==> src/verilog/riit_pkg.sv <==
`default_nettype none
package riit_pkg;
  // Data and address widths
  localparam int DATA_W = 8;
  localparam int ADDR_W = 7;
  localparam int RAM_DEPTH = 128;
  localparam int PRE_W = 10;

  // Address bit positions within the byte select lines
  localparam int BIT_A0 = 0;
  localparam int BIT_A1 = 1;
  localparam int BIT_A2 = 2;
  localparam int BIT_A3 = 3;
  localparam int BIT_A4 = 4;

  // Port register select codes on A1..A0
  localparam logic [1:0] SEL_A_OUT = 2'h0;
  localparam logic [1:0] SEL_A_DIR = 2'h1;
  localparam logic [1:0] SEL_B_OUT = 2'h2;
  localparam logic [1:0] SEL_B_DIR = 2'h3;

  // Prescale shift per A1..A0 code: 1T, 8T, 64T, 1024T
  localparam logic [3:0] PRE_SHIFT_1 = 4'h0;
  localparam logic [3:0] PRE_SHIFT_8 = 4'h3;
  localparam logic [3:0] PRE_SHIFT_64 = 4'h6;
  localparam logic [3:0] PRE_SHIFT_1024 = 4'ha;

  // Flag register field positions
  localparam int FLAG_TIMER_BIT = 7;
  localparam int FLAG_EDGE_BIT = 6;

  // Reset values
  localparam logic [7:0] PORT_RESET = 8'h00;
  localparam logic [7:0] COUNT_RESET = 8'h00;
  localparam logic [7:0] ALL_ONES = 8'hff;
  localparam logic [PRE_W-1:0] PRE_ZERO = 10'h000;

  // Kind of bus access after decode
  typedef enum logic [2:0] {
    ACC_NONE = 3'b000,
    ACC_RAM = 3'b001,
    ACC_PORT = 3'b010,
    ACC_TIMER = 3'b011,
    ACC_FLAGS = 3'b100,
    ACC_EDGE_CTL = 3'b101
  } riit_access_e;

  // One processor bus request as seen by the device
  typedef struct packed {
    logic chip_select_hi;
    logic chip_select_lo_n;
    logic ram_select_n;
    logic read_not_write;
    logic [ADDR_W-1:0] byte_select_lines;
  } riit_bus_s;
endpackage
`default_nettype wire

==> src/verilog/riit_top.sv <==
// Summary of operation
// - Chip reset clears both direction and both output registers, making pins inputs.
// - During reset the data bus is not driven and interrupts are disabled.
// - Read/write line high reads, low writes; address selects the target.
// - Interrupt pin is active-low open-drain, from edge flag or timer timeout only.
// - Data lines are driven only during a selected read cycle.
// - Direction bit one makes the pin an output, zero an input.
// - Output pins are driven from the matching output register bit.
// - Port A data read returns the pin levels, not the output register.
// - Port B data read returns the output register for output pins.
// - A 128-byte RAM is addressed by the seven byte select lines.
// - Seven address lines plus RAM select are decoded; two chip selects enable.
// - Timer write address A1..A0 picks 1T, 8T, 64T or 1024T per count.
// - Timer loads the written byte as the number of intervals to count.
// - Counting past zero sets the timeout flag and rolls to all ones.
// - Timeout sets flag bit 7 whether or not the interrupt is enabled.
// - After timeout the counter decrements every clock, reading elapsed time negatively.
// - A3 on any timer access latches the timer interrupt enable.
// - Timer access clears the timer flag, except a read or write in the cycle of the timeout.
// - Timer read before timeout returns whole intervals remaining.
// - Timeout occurs one clock after count times prescale from the write.
// - Selected when high select high and low select low; A2 picks timer.
// - Port access A1..A0: output A, direction A, output B, direction B.
// - Active edge on port A bit 7 sets flag bit 6; flag read clears it.
// - Reset disables edge interrupt, selects falling edge; A4 low write sets both.
`default_nettype none
module riit_top #(
  parameter int RAM_WORDS = riit_pkg::RAM_DEPTH
) (
  // Clock and resets
  input wire logic core_clk,
  input wire logic reset_n,
  input wire logic chip_reset_n,
  // Processor bus
  input wire logic phase_two_clk,
  input wire riit_pkg::riit_bus_s bus_req,
  input wire logic [7:0] bus_data_lines_in,
  output logic [7:0] bus_data_lines_out,
  output logic bus_data_lines_oe,
  // Interrupt pin, open drain
  input wire logic interrupt_request_n_in,
  output logic interrupt_request_n_out,
  output logic interrupt_request_n_oe,
  // Port A pins
  input wire logic [7:0] first_port_pins_in,
  output logic [7:0] first_port_pins_out,
  output logic [7:0] first_port_pins_oe,
  // Port B pins
  input wire logic [7:0] second_port_pins_in,
  output logic [7:0] second_port_pins_out,
  output logic [7:0] second_port_pins_oe
);

  // Decode of one access into its target
  function automatic riit_pkg::riit_access_e decode_access(input riit_pkg::riit_bus_s req);
    riit_pkg::riit_access_e kind;
    kind = riit_pkg::ACC_NONE;
    if (req.chip_select_hi && !req.chip_select_lo_n)
    begin
      if (!req.ram_select_n)
      begin
        kind = riit_pkg::ACC_RAM;
      end
      else if (!req.byte_select_lines[riit_pkg::BIT_A2])
      begin
        kind = riit_pkg::ACC_PORT;
      end
      else if (req.read_not_write)
      begin
        // On reads A0 separates timer from flags
        kind = req.byte_select_lines[riit_pkg::BIT_A0] ? riit_pkg::ACC_FLAGS
                                                       : riit_pkg::ACC_TIMER;
      end
      else
      begin
        // On writes A4 separates timer from edge control
        kind = req.byte_select_lines[riit_pkg::BIT_A4] ? riit_pkg::ACC_TIMER
                                                       : riit_pkg::ACC_EDGE_CTL;
      end
    end
    return kind;
  endfunction

  // Prescale shift for an A1..A0 code
  function automatic logic [3:0] prescale_shift(input logic [1:0] code);
    logic [3:0] shift;
    case (code)
      2'h0: shift = riit_pkg::PRE_SHIFT_1;
      2'h1: shift = riit_pkg::PRE_SHIFT_8;
      2'h2: shift = riit_pkg::PRE_SHIFT_64;
      default: shift = riit_pkg::PRE_SHIFT_1024;
    endcase
    return shift;
  endfunction

  riit_pkg::riit_access_e access_kind;
  logic phase_two_prev;
  logic cycle_end;
  logic write_strobe;
  logic read_strobe;
  logic [1:0] reg_sel;
  logic [7:0] port_a_direction;
  logic [7:0] port_b_direction;
  logic [7:0] port_a_output;
  logic [7:0] port_b_output;
  logic [7:0] ram_mem [RAM_WORDS];
  logic [7:0] interval_countdown;
  logic [riit_pkg::PRE_W-1:0] prescale_count;
  logic [3:0] prescale_sel;
  logic timer_expired;
  logic timer_tick;
  logic timeout_event;
  logic timer_flag;
  logic timer_irq_enable;
  logic edge_flag;
  logic edge_irq_enable;
  logic edge_rising;
  logic edge_sense_prev;
  logic edge_event;
  logic [7:0] next_read_data;
  logic [7:0] interrupt_flags;
  logic [7:0] port_b_read;
  logic [riit_pkg::PRE_W-1:0] prescale_reload;

  assign access_kind = decode_access(bus_req);
  assign reg_sel = bus_req.byte_select_lines[riit_pkg::BIT_A1:riit_pkg::BIT_A0];

  // Sampled pins: a fall of phase two closes a bus cycle; bit 7 feeds the edge sense
  always_ff @(posedge core_clk or negedge reset_n)
  begin
    if (!reset_n)
    begin
      phase_two_prev <= 1'b0;
      edge_sense_prev <= 1'b0;
    end
    else
    begin
      phase_two_prev <= phase_two_clk;
      edge_sense_prev <= first_port_pins_in[7]; // Sensed whatever the pin direction
    end
  end

  assign cycle_end = phase_two_prev && !phase_two_clk;
  // Accesses are ignored while the chip reset pin is low
  assign write_strobe = cycle_end && chip_reset_n && !bus_req.read_not_write
                        && (access_kind != riit_pkg::ACC_NONE);
  assign read_strobe = cycle_end && chip_reset_n && bus_req.read_not_write
                       && (access_kind != riit_pkg::ACC_NONE);

  // Port registers; chip reset turns every pin into an input
  always_ff @(posedge core_clk or negedge reset_n)
  begin
    if (!reset_n)
    begin
      port_a_output <= riit_pkg::PORT_RESET;
      port_a_direction <= riit_pkg::PORT_RESET;
      port_b_output <= riit_pkg::PORT_RESET;
      port_b_direction <= riit_pkg::PORT_RESET;
    end
    else if (!chip_reset_n)
    begin
      port_a_output <= riit_pkg::PORT_RESET;
      port_a_direction <= riit_pkg::PORT_RESET;
      port_b_output <= riit_pkg::PORT_RESET;
      port_b_direction <= riit_pkg::PORT_RESET;
    end
    else if (write_strobe && access_kind == riit_pkg::ACC_PORT)
    begin
      case (reg_sel)
        riit_pkg::SEL_A_OUT: port_a_output <= bus_data_lines_in;
        riit_pkg::SEL_A_DIR: port_a_direction <= bus_data_lines_in;
        riit_pkg::SEL_B_OUT: port_b_output <= bus_data_lines_in;
        riit_pkg::SEL_B_DIR: port_b_direction <= bus_data_lines_in;
        default: port_a_output <= port_a_output;
      endcase
    end
  end

  // Pin drivers; an input pin is simply not driven here
  assign first_port_pins_out = port_a_output;
  assign first_port_pins_oe = port_a_direction;
  assign second_port_pins_out = port_b_output;
  assign second_port_pins_oe = port_b_direction;

  // Port B reads the output register where a bit is an output
  genvar bit_idx;
  generate
    for (bit_idx = 0; bit_idx < 8; bit_idx++)
    begin : g_port_b_read
      assign port_b_read[bit_idx] = port_b_direction[bit_idx] ? port_b_output[bit_idx]
                                                              : second_port_pins_in[bit_idx];
    end
  endgenerate

  // RAM storage has no reset; contents are undefined until written
  always_ff @(posedge core_clk)
  begin
    if (write_strobe && access_kind == riit_pkg::ACC_RAM)
    begin
      ram_mem[bus_req.byte_select_lines] <= bus_data_lines_in;
    end
  end

  // Interval timer: prescale runs on phase two cycles, T is one cycle
  assign prescale_reload = riit_pkg::PRE_W'((11'h001 << prescale_sel) - 11'h001);
  assign timer_tick = cycle_end && (timer_expired || prescale_count == riit_pkg::PRE_ZERO);
  assign timeout_event = timer_tick && !timer_expired
                         && interval_countdown == riit_pkg::COUNT_RESET;

  always_ff @(posedge core_clk or negedge reset_n)
  begin
    if (!reset_n)
    begin
      interval_countdown <= riit_pkg::COUNT_RESET;
      prescale_count <= riit_pkg::PRE_ZERO;
      prescale_sel <= riit_pkg::PRE_SHIFT_1;
      timer_expired <= 1'b0;
    end
    else if (write_strobe && access_kind == riit_pkg::ACC_TIMER)
    begin
      // The first decrement lands on the next cycle end
      interval_countdown <= bus_data_lines_in;
      prescale_sel <= prescale_shift(reg_sel);
      prescale_count <= riit_pkg::PRE_ZERO;
      timer_expired <= 1'b0;
    end
    else if (cycle_end)
    begin
      if (timer_tick)
      begin
        // Rollover from zero to all ones comes for free
        interval_countdown <= interval_countdown - 8'h01;
        prescale_count <= prescale_reload;
      end
      else
      begin
        prescale_count <= prescale_count - 10'h001;
      end
      if (timeout_event)
      begin
        timer_expired <= 1'b1;
      end
    end
  end

  // Timer flag: a timeout in the access cycle wins over its clear
  always_ff @(posedge core_clk or negedge reset_n)
  begin
    if (!reset_n)
    begin
      timer_flag <= 1'b0;
    end
    else if (timeout_event)
    begin
      timer_flag <= 1'b1;
    end
    else if ((write_strobe || read_strobe) && access_kind == riit_pkg::ACC_TIMER)
    begin
      timer_flag <= 1'b0;
    end
  end

  // Interrupt enables: A3 of any timer access; edge control ignores the data lines
  always_ff @(posedge core_clk or negedge reset_n)
  begin
    if (!reset_n)
    begin
      timer_irq_enable <= 1'b0;
      edge_irq_enable <= 1'b0;
      edge_rising <= 1'b0;
    end
    else if (!chip_reset_n)
    begin
      timer_irq_enable <= 1'b0;
      edge_irq_enable <= 1'b0;
      edge_rising <= 1'b0;
    end
    else if ((write_strobe || read_strobe) && access_kind == riit_pkg::ACC_TIMER)
    begin
      timer_irq_enable <= bus_req.byte_select_lines[riit_pkg::BIT_A3];
    end
    else if (write_strobe && access_kind == riit_pkg::ACC_EDGE_CTL)
    begin
      edge_irq_enable <= bus_req.byte_select_lines[riit_pkg::BIT_A1];
      edge_rising <= bus_req.byte_select_lines[riit_pkg::BIT_A0];
    end
  end

  assign edge_event = edge_rising ? (!edge_sense_prev && first_port_pins_in[7])
                                  : (edge_sense_prev && !first_port_pins_in[7]);

  // Edge flag may set during chip reset; a flag read clears it
  always_ff @(posedge core_clk or negedge reset_n)
  begin
    if (!reset_n)
    begin
      edge_flag <= 1'b0;
    end
    else if (edge_event)
    begin
      edge_flag <= 1'b1;
    end
    else if (read_strobe && access_kind == riit_pkg::ACC_FLAGS)
    begin
      edge_flag <= 1'b0;
    end
  end

  // Flag register view, unused bits zero
  always_comb
  begin
    interrupt_flags = riit_pkg::COUNT_RESET;
    interrupt_flags[riit_pkg::FLAG_TIMER_BIT] = timer_flag;
    interrupt_flags[riit_pkg::FLAG_EDGE_BIT] = edge_flag;
  end

  // Read data multiplexer
  always_comb
  begin
    next_read_data = riit_pkg::COUNT_RESET;
    case (access_kind)
      riit_pkg::ACC_RAM: next_read_data = ram_mem[bus_req.byte_select_lines];
      riit_pkg::ACC_PORT:
      begin
        case (reg_sel)
          riit_pkg::SEL_A_OUT: next_read_data = first_port_pins_in;
          riit_pkg::SEL_A_DIR: next_read_data = port_a_direction;
          riit_pkg::SEL_B_OUT: next_read_data = port_b_read;
          default: next_read_data = port_b_direction;
        endcase
      end
      riit_pkg::ACC_TIMER: next_read_data = interval_countdown;
      riit_pkg::ACC_FLAGS: next_read_data = interrupt_flags;
      default: next_read_data = riit_pkg::COUNT_RESET;
    endcase
  end

  // Read data is registered so the bus sees a clean value
  always_ff @(posedge core_clk or negedge reset_n)
  begin
    if (!reset_n)
    begin
      bus_data_lines_out <= riit_pkg::COUNT_RESET;
    end
    else
    begin
      bus_data_lines_out <= next_read_data;
    end
  end

  // Drive only in the high phase of a selected read, never in reset
  assign bus_data_lines_oe = chip_reset_n && phase_two_clk && phase_two_prev
                             && bus_req.read_not_write
                             && access_kind != riit_pkg::ACC_NONE;

  // Open drain: output held low, the enable pulls the shared line
  assign interrupt_request_n_out = 1'b0;
  assign interrupt_request_n_oe = (timer_flag && timer_irq_enable)
                                  || (edge_flag && edge_irq_enable);

endmodule
`default_nettype wire
==> config.mk <==
export PLATFORM = sky130hd
export DESIGN_NAME = riit_top
export DESIGN_NICKNAME = d
export VERILOG_FILES = /design/src/verilog/riit_pkg.sv /design/src/verilog/riit_top.sv
export SDC_FILE = /design/constraint.sdc
export NUM_CORES = 1
export LEC_CHECK = 0
export BUFFER_PORTS_ARGS = -buffer_cell sky130_fd_sc_hd__buf_4
export CAP_MARGIN = 25
export CORE_MARGIN = 8
export CORE_UTILIZATION = 41
export CTS_CLUSTER_SIZE = 25
export DETAILED_ROUTE_END_ITERATION = 7
export GPL_ROUTABILITY_DRIVEN = 1
export SLEW_MARGIN = 15
export SYNTH_ARGS = -nofsm -noshare
export SYNTH_HDL_FRONTEND = slang
export SYNTH_SLANG_ARGS = --single-unit
==> constraint.sdc <==
create_clock -name core_clk -period 2.96 [get_ports core_clk]
set_input_delay 0.148 -clock core_clk [delete_from_list [all_inputs] [get_ports core_clk]]
set_output_delay 0.148 -clock core_clk [all_outputs]
set_load 0.01 [all_outputs]
# Yosys cells after proc, flatten, opt, wreduce, memory -nomap -nowiden
# Memories as Yosys holds them, arrays and structs flattened.
# Index checks and enable logic that the tools add are counted.
# classes
n_reduce_logical	49
n_mux	53
n_shift	1
n_eq_ne	16
addsub	3
# ops
op	count
8-bit two-way mux	15
8-bit one-hot mux with 4 select lines	1
10-bit two-way mux	3
1-bit two-way mux	26
1-bit logical AND	24
8-bit one-hot mux with 3 select lines	1
10-bit by 1-bit subtractor with 10-bit output (second input constant)	2
3-bit two-way mux	6
2-bit by 1-bit != test with 1-bit output (second input constant)	7
2-bit AND reduction	7
4-bit one-hot mux with 3 select lines	1
10-bit zero test	1
2-bit nonzero test	5
1-bit by 4-bit << shifter with 10-bit output (first input constant)	1
8-bit zero test	1
8-bit by 1-bit subtractor with 8-bit output (second input constant)	1
3-bit by 2-bit equality test with 1-bit output (second input constant)	2
3-bit equality test (second input constant)	2
1-bit zero test	6
2-bit equality test (second input constant)	2
3-bit by 1-bit equality test with 1-bit output (second input constant)	1
1-bit logical OR	3
3-bit nonzero test	1
2-bit by 1-bit equality test with 1-bit output (second input constant)	1
other kinds (2)	2
# word_totals
register_bits	70
elab_cells	139
mem_bits_rw	1024
inputBits	40
memories	1
out_inout_bits	43
# mem_list
name	depth	width	rd	rd_ports_with_merged_regs	write_ports	line	rtl
ram_mem	128	8	1	0	1	riit_top.sv:106	logic [7:0] ram_mem [RAM_WORDS];

# Longest topological paths before layout
# logic_depth
ltp_word	11
depth_mapped	12
mapped_depth_nobuf	10

# Least setup slack after synthesis
# Ideal clock, no wire load.
# synth_path
path_type	flip-flop to flip-flop
start	register prescale_count[5] in the netlist's numbering
end	register prescale_count[8] in the netlist's numbering
path_buffers	1
path_stages_with_launch	11
path_slack_ns	0.300
arrival_ns	2.565
path_cell_list	dfrtp_1 nor3_1 a41oi_1 nor2_2 clkbuf_1 mux2i_1 ha_1 nand3_1 a311oi_1 xor2_1 o31ai_1
# synth_via
elab_chain_len	6
elab_cells_between_ends	7
cone_classes	add/sub: 1; mux: 3; reduce/logical: 3
# synth_lines
item	line	rtl
from (decl)	riit_top.sv:108	logic [riit_pkg::PRE_W-1:0] prescale_count;
from (signal assigned)	riit_top.sv:215	prescale_count <= riit_pkg::PRE_ZERO;
from (signal assigned)	riit_top.sv:224	prescale_count <= riit_pkg::PRE_ZERO;
from (signal assigned)	riit_top.sv:233	prescale_count <= prescale_reload;
branches (longest 3 deep; another with 10-bit by 1-bit subtractor with 10-bit output)	-	
10-bit two-way mux (*)	riit_top.sv:229	if (timer_tick)
10-bit two-way mux (*)	riit_top.sv:227	else if (cycle_end)
10-bit two-way mux (*)	riit_top.sv:219	else if (write_strobe && access_kind == riit_pkg::ACC_TIMER)
# Mark *: on every way between the ends. The select of a mux whose other input is x is not followed.
# A chain may end at the register's enable or synchronous reset.

# Worst setup path after layout
# layout_path
start	register phase_two_prev
end	memory ram_mem[110][1], enable pin
# layout_via
elab_chain_len	7
# layout_lines
item	line	rtl
from (decl)	riit_top.sv:97	logic phase_two_prev;
from (signal assigned)	riit_top.sv:138	phase_two_prev <= phase_two_clk;
1-bit logical AND	riit_top.sv:143	assign cycle_end = phase_two_prev && !phase_two_clk;
1-bit logical AND (2 in series)	riit_top.sv:145	assign write_strobe = cycle_end && chip_reset_n && !bus_req.read_not_write
1-bit logical AND	riit_top.sv:146	&& (access_kind != riit_pkg::ACC_NONE);
1-bit logical AND	riit_top.sv:198	if (write_strobe && access_kind == riit_pkg::ACC_RAM)
1-bit two-way mux	riit_top.sv:198	
1-bit two-way mux (implied by the code)	riit_top.sv:200	ram_mem[bus_req.byte_select_lines] <= bus_data_lines_in;
to (decl)	riit_top.sv:106	
# No other way between the ends.

==> reports/metrics.cfg <==
[worst_setup_path]
critPathKind = reg2reg
worst_path_most_repeated_cell = buf_4
worst-path-max-fanout = 8
ff2ff_setup_slack_ns = 0.16
cp.buffers_inverters = 3
r2r-end = ram_mem[110][1]$_DFFE_PP_
r2r_cells = 8
slowest_stage = nand2_1
endpoint_kind = flip-flop
cp-start-kind = flip-flop
cp_data_arrival_time_ns = 3.18
r2r-start = phase_two_prev$_DFF_PN0_
cp_cell_sequence = nor2b_1, nand4b_1, nor3b_1, buf_4, nand2_1, buf_4, nor2_1, buf_4
cp_top_family = simple AND/OR/NAND/NOR gates
worstPathRequired_ns = 3.34
max_stage_delay_ns = 0.40

[global_routing]
antenna_found_initial = 4
grt_max_degree = 89
grt-busiest-layer = met2
grt_pass1_wl_mm = 173
grt_usage = 0.197
grt_overflow_total = 0
grt_use_met1 = 0.271
first_global_vias = 25600
grt_util_met2 = 0.317
met3_usage = 0.0365

[power_and_ir_drop]
p_leak_nw = 18.0
vdd_drop_max_v = 0.000577
power_mw = 32.5
power_density_nw_per_um2 = 625

[min_path]
worstHoldPathCells = 2
hold_end = ram_mem[48][1]$_DFFE_PP_
hp-start = bus_data_lines_in[1]
hp-class = in2reg

[timing]
fmax_mhz = 357
max_slew_margin = 0.359
fin_worst_skew_ns = 0.0241
grt_setup_unrepaired = false
hold_viol_final = 0
setup_violations = 0
finalCritPeriodShare = 0.945
layout_min_cycle_time_ns = 2.80
tns_ns = 0
max_slew.worst_pin.slew_ns = 0.953
drv_slew = 0
whs_ns = 0.00536

[floorplan]
initial_core_util = 0.412
io_pins = 83
dieArea_sq_um = 118000
die_x_um = 344
fp.coreArea_sq_um = 107000
die_h_um = 344
fp-row-count = 120

[drt]
drt_iter0_markers = 2624
drc = 0
postRouteAntennaNets = 0
vias = 25300
drt_wl_total_mm = 118
wire_per_inst_um = 26.9
avgViaCountPerCell = 5.76
firstDrtPassIters = 6

[place]
io_buffers = 80
place.gp.congestion = 0.882
dp_hpwl_mm = 77.2

[layout]
seqCellArea_sq_um = 32500
layout_common_cells = edfxtp_1, buf_4, mux2i_1, nor2_1, a22oi_1
layout-drive-gt1-share = 0.233
fillers = 8858
antennaDiodeCount = 0
multi_input_area_sq_um = 10700
mostFrequentLayoutCell = edfxtp_1
area_growth_pct = 18.1
fin_nets = 2953

[clock_tree]
clk_pin_slew_ns = 0.06
cts_root_buffer = clkbuf_16
cts.htree.levels = 3
cts_buffers = 108
post_cts_buffers = 0
cts_sinks = 1094
clkLatencyLatePin_ns = 0.68
cts_tree = built
clockBufferDepth = 3

[run]
drv_cap = 0

[synth]
yosysWarnings = 0
synth_cells = 2524
netlist_area_sq_um = 44000
synth.ff_latch_count = 1094
avgSynthCellArea_sq_um = 17.4
seq_area_frac_synth = 0.739
synth.distinct_cells = 71
ys.flop_type = edfxtp_1
synthArstFlopShare = 0.0640
synth_edf_count = 1024
synth_nets = 2566

[run_status]
status = completed

==> worst reg2reg max path, stage by stage (launching register included) <==
cell and delay, ns:
dfrtp_1 0.38, nor2b_1 0.20, nand4b_1 0.30, nor3b_1 0.32
buf_4 0.19, nand2_1 0.40, buf_4 0.37, nor2_1 0.12
buf_4 0.21
==> flip-flops by register name (all words and copies together), names as in the netlist <==
register / cells
edge_rising: 1
interval_countdown: 8
timer_irq_enable: 1
edge_flag: 1
timer_flag: 1
edge_sense_prev: 1
phase_two_prev: 1
second_port_pins_out: 8
edge_irq_enable: 1
first_port_pins_oe: 8
prescale_count: 10
ram_mem: 1024
timer_expired: 1
second_port_pins_oe: 8
first_port_pins_out: 8
prescale_sel: 4
bus_data_lines_out: 8
==> per-stage QoR <==
step                worst slack [ns]  cell area (sq um)  std cells   util
floorplan                      0.300              44000       2524      -
global placement              0.0227              48500       4194  0.454
detailed placement          -0.00344              48500       4194  0.454
CTS                            0.212              51900       4398  0.487
global route                  0.0448              52000       4400  0.487
finish                         0.162              52000       4400  0.487
==> worst max-delay path by stage <==
| stage | start | endpoint | slack (ns) | cells after the start |
|---|---|---|---|---|
| after global routing | prescale_count[5]$_DFFE_PN0P_ | prescale_count[6]$_DFFE_PN0P_ | 0.04 | 10 |
| after detailed placement | bus_req[0] | bus_data_lines_out[6]$_DFF_PN0_ | -0.003 | 9 |
| after CTS | ram_mem[125][0]$_DFFE_PP_ | bus_data_lines_out[0]$_DFF_PN0_ | 0.21 | 8 |
| final | phase_two_prev$_DFF_PN0_ | ram_mem[110][1]$_DFFE_PP_ | 0.16 | 8 |
| after global placement | bus_req[0] | bus_data_lines_out[6]$_DFF_PN0_ | 0.02 | 9 |
| after floorplan | prescale_count[5]$_DFFE_PN0P_ | prescale_count[8]$_DFFE_PN0P_ | 0.30 | 10 |
==> layout make-up <==
cell class                      instances  area share
Tap cell                             1403      0.0338
Clock buffer                          136      0.0550
Inverter                               15     0.00108
Sequential cell                      1094       0.625
Timing Repair Buffer                  424      0.0702
Multi-Input combinational cell       1268       0.205
Clock inverter                         60     0.00958
==> report_power, final <==
part	leakage, nW	switching (mW)	internal, mW	total (mW)
Sequential	10.1	0.124	17.0	17.1
Clock	1.65	5.67	7.50	13.2
Combinational	6.24	1.35	0.830	2.18
==> cells in the mapped netlist, types with 27 or more instances <==
| cell | number | area (sq um) |
|---|---|---|
| mux2i_1 | 321 | 3210 |
| nand2_1 | 100 | 375 |
| clkbuf_1 | 61 | 229 |
| edfxtp_1 | 1024 | 30700 |
| a22oi_1 | 123 | 923 |
| buf_2 | 30 | 150 |
| mux4_2 | 108 | 2430 |
| a21oi_1 | 27 | 135 |
| nor2_1 | 169 | 634 |
| nand3_1 | 97 | 485 |
| dfrtp_1 | 70 | 1750 |
| o21ai_0 | 30 | 150 |
==> per-layer routing <==
layer  routed length, um  part of all wire
met1               49900              0.42
met2               56200              0.47
met3                8610             0.073
met4                3680             0.031
met5                  26           0.00022
==> kinds of logic after synthesis <==
| family | Yosys count | synth area share |
|---|---|---|
| simple gates | 467 | 0.0484 |
| fa+ha+maj | 2 | 0.000569 |
| compound gates | 355 | 0.0599 |
| buf+inv | 162 | 0.0204 |
| xor+xnor | 5 | 0.000995 |
| flops | 1094 | 0.739 |
| mux | 438 | 0.131 |
| other cells | 1 | 0.0000852 |
==> what timing repair did <==
item / in CTS / in global routing
endpoints found under the hold margin: 149 / 28
resized for setup: 0 / 0
hold buffers: 8 / 1
Note: power is estimated with default switching activity, not from simulation.
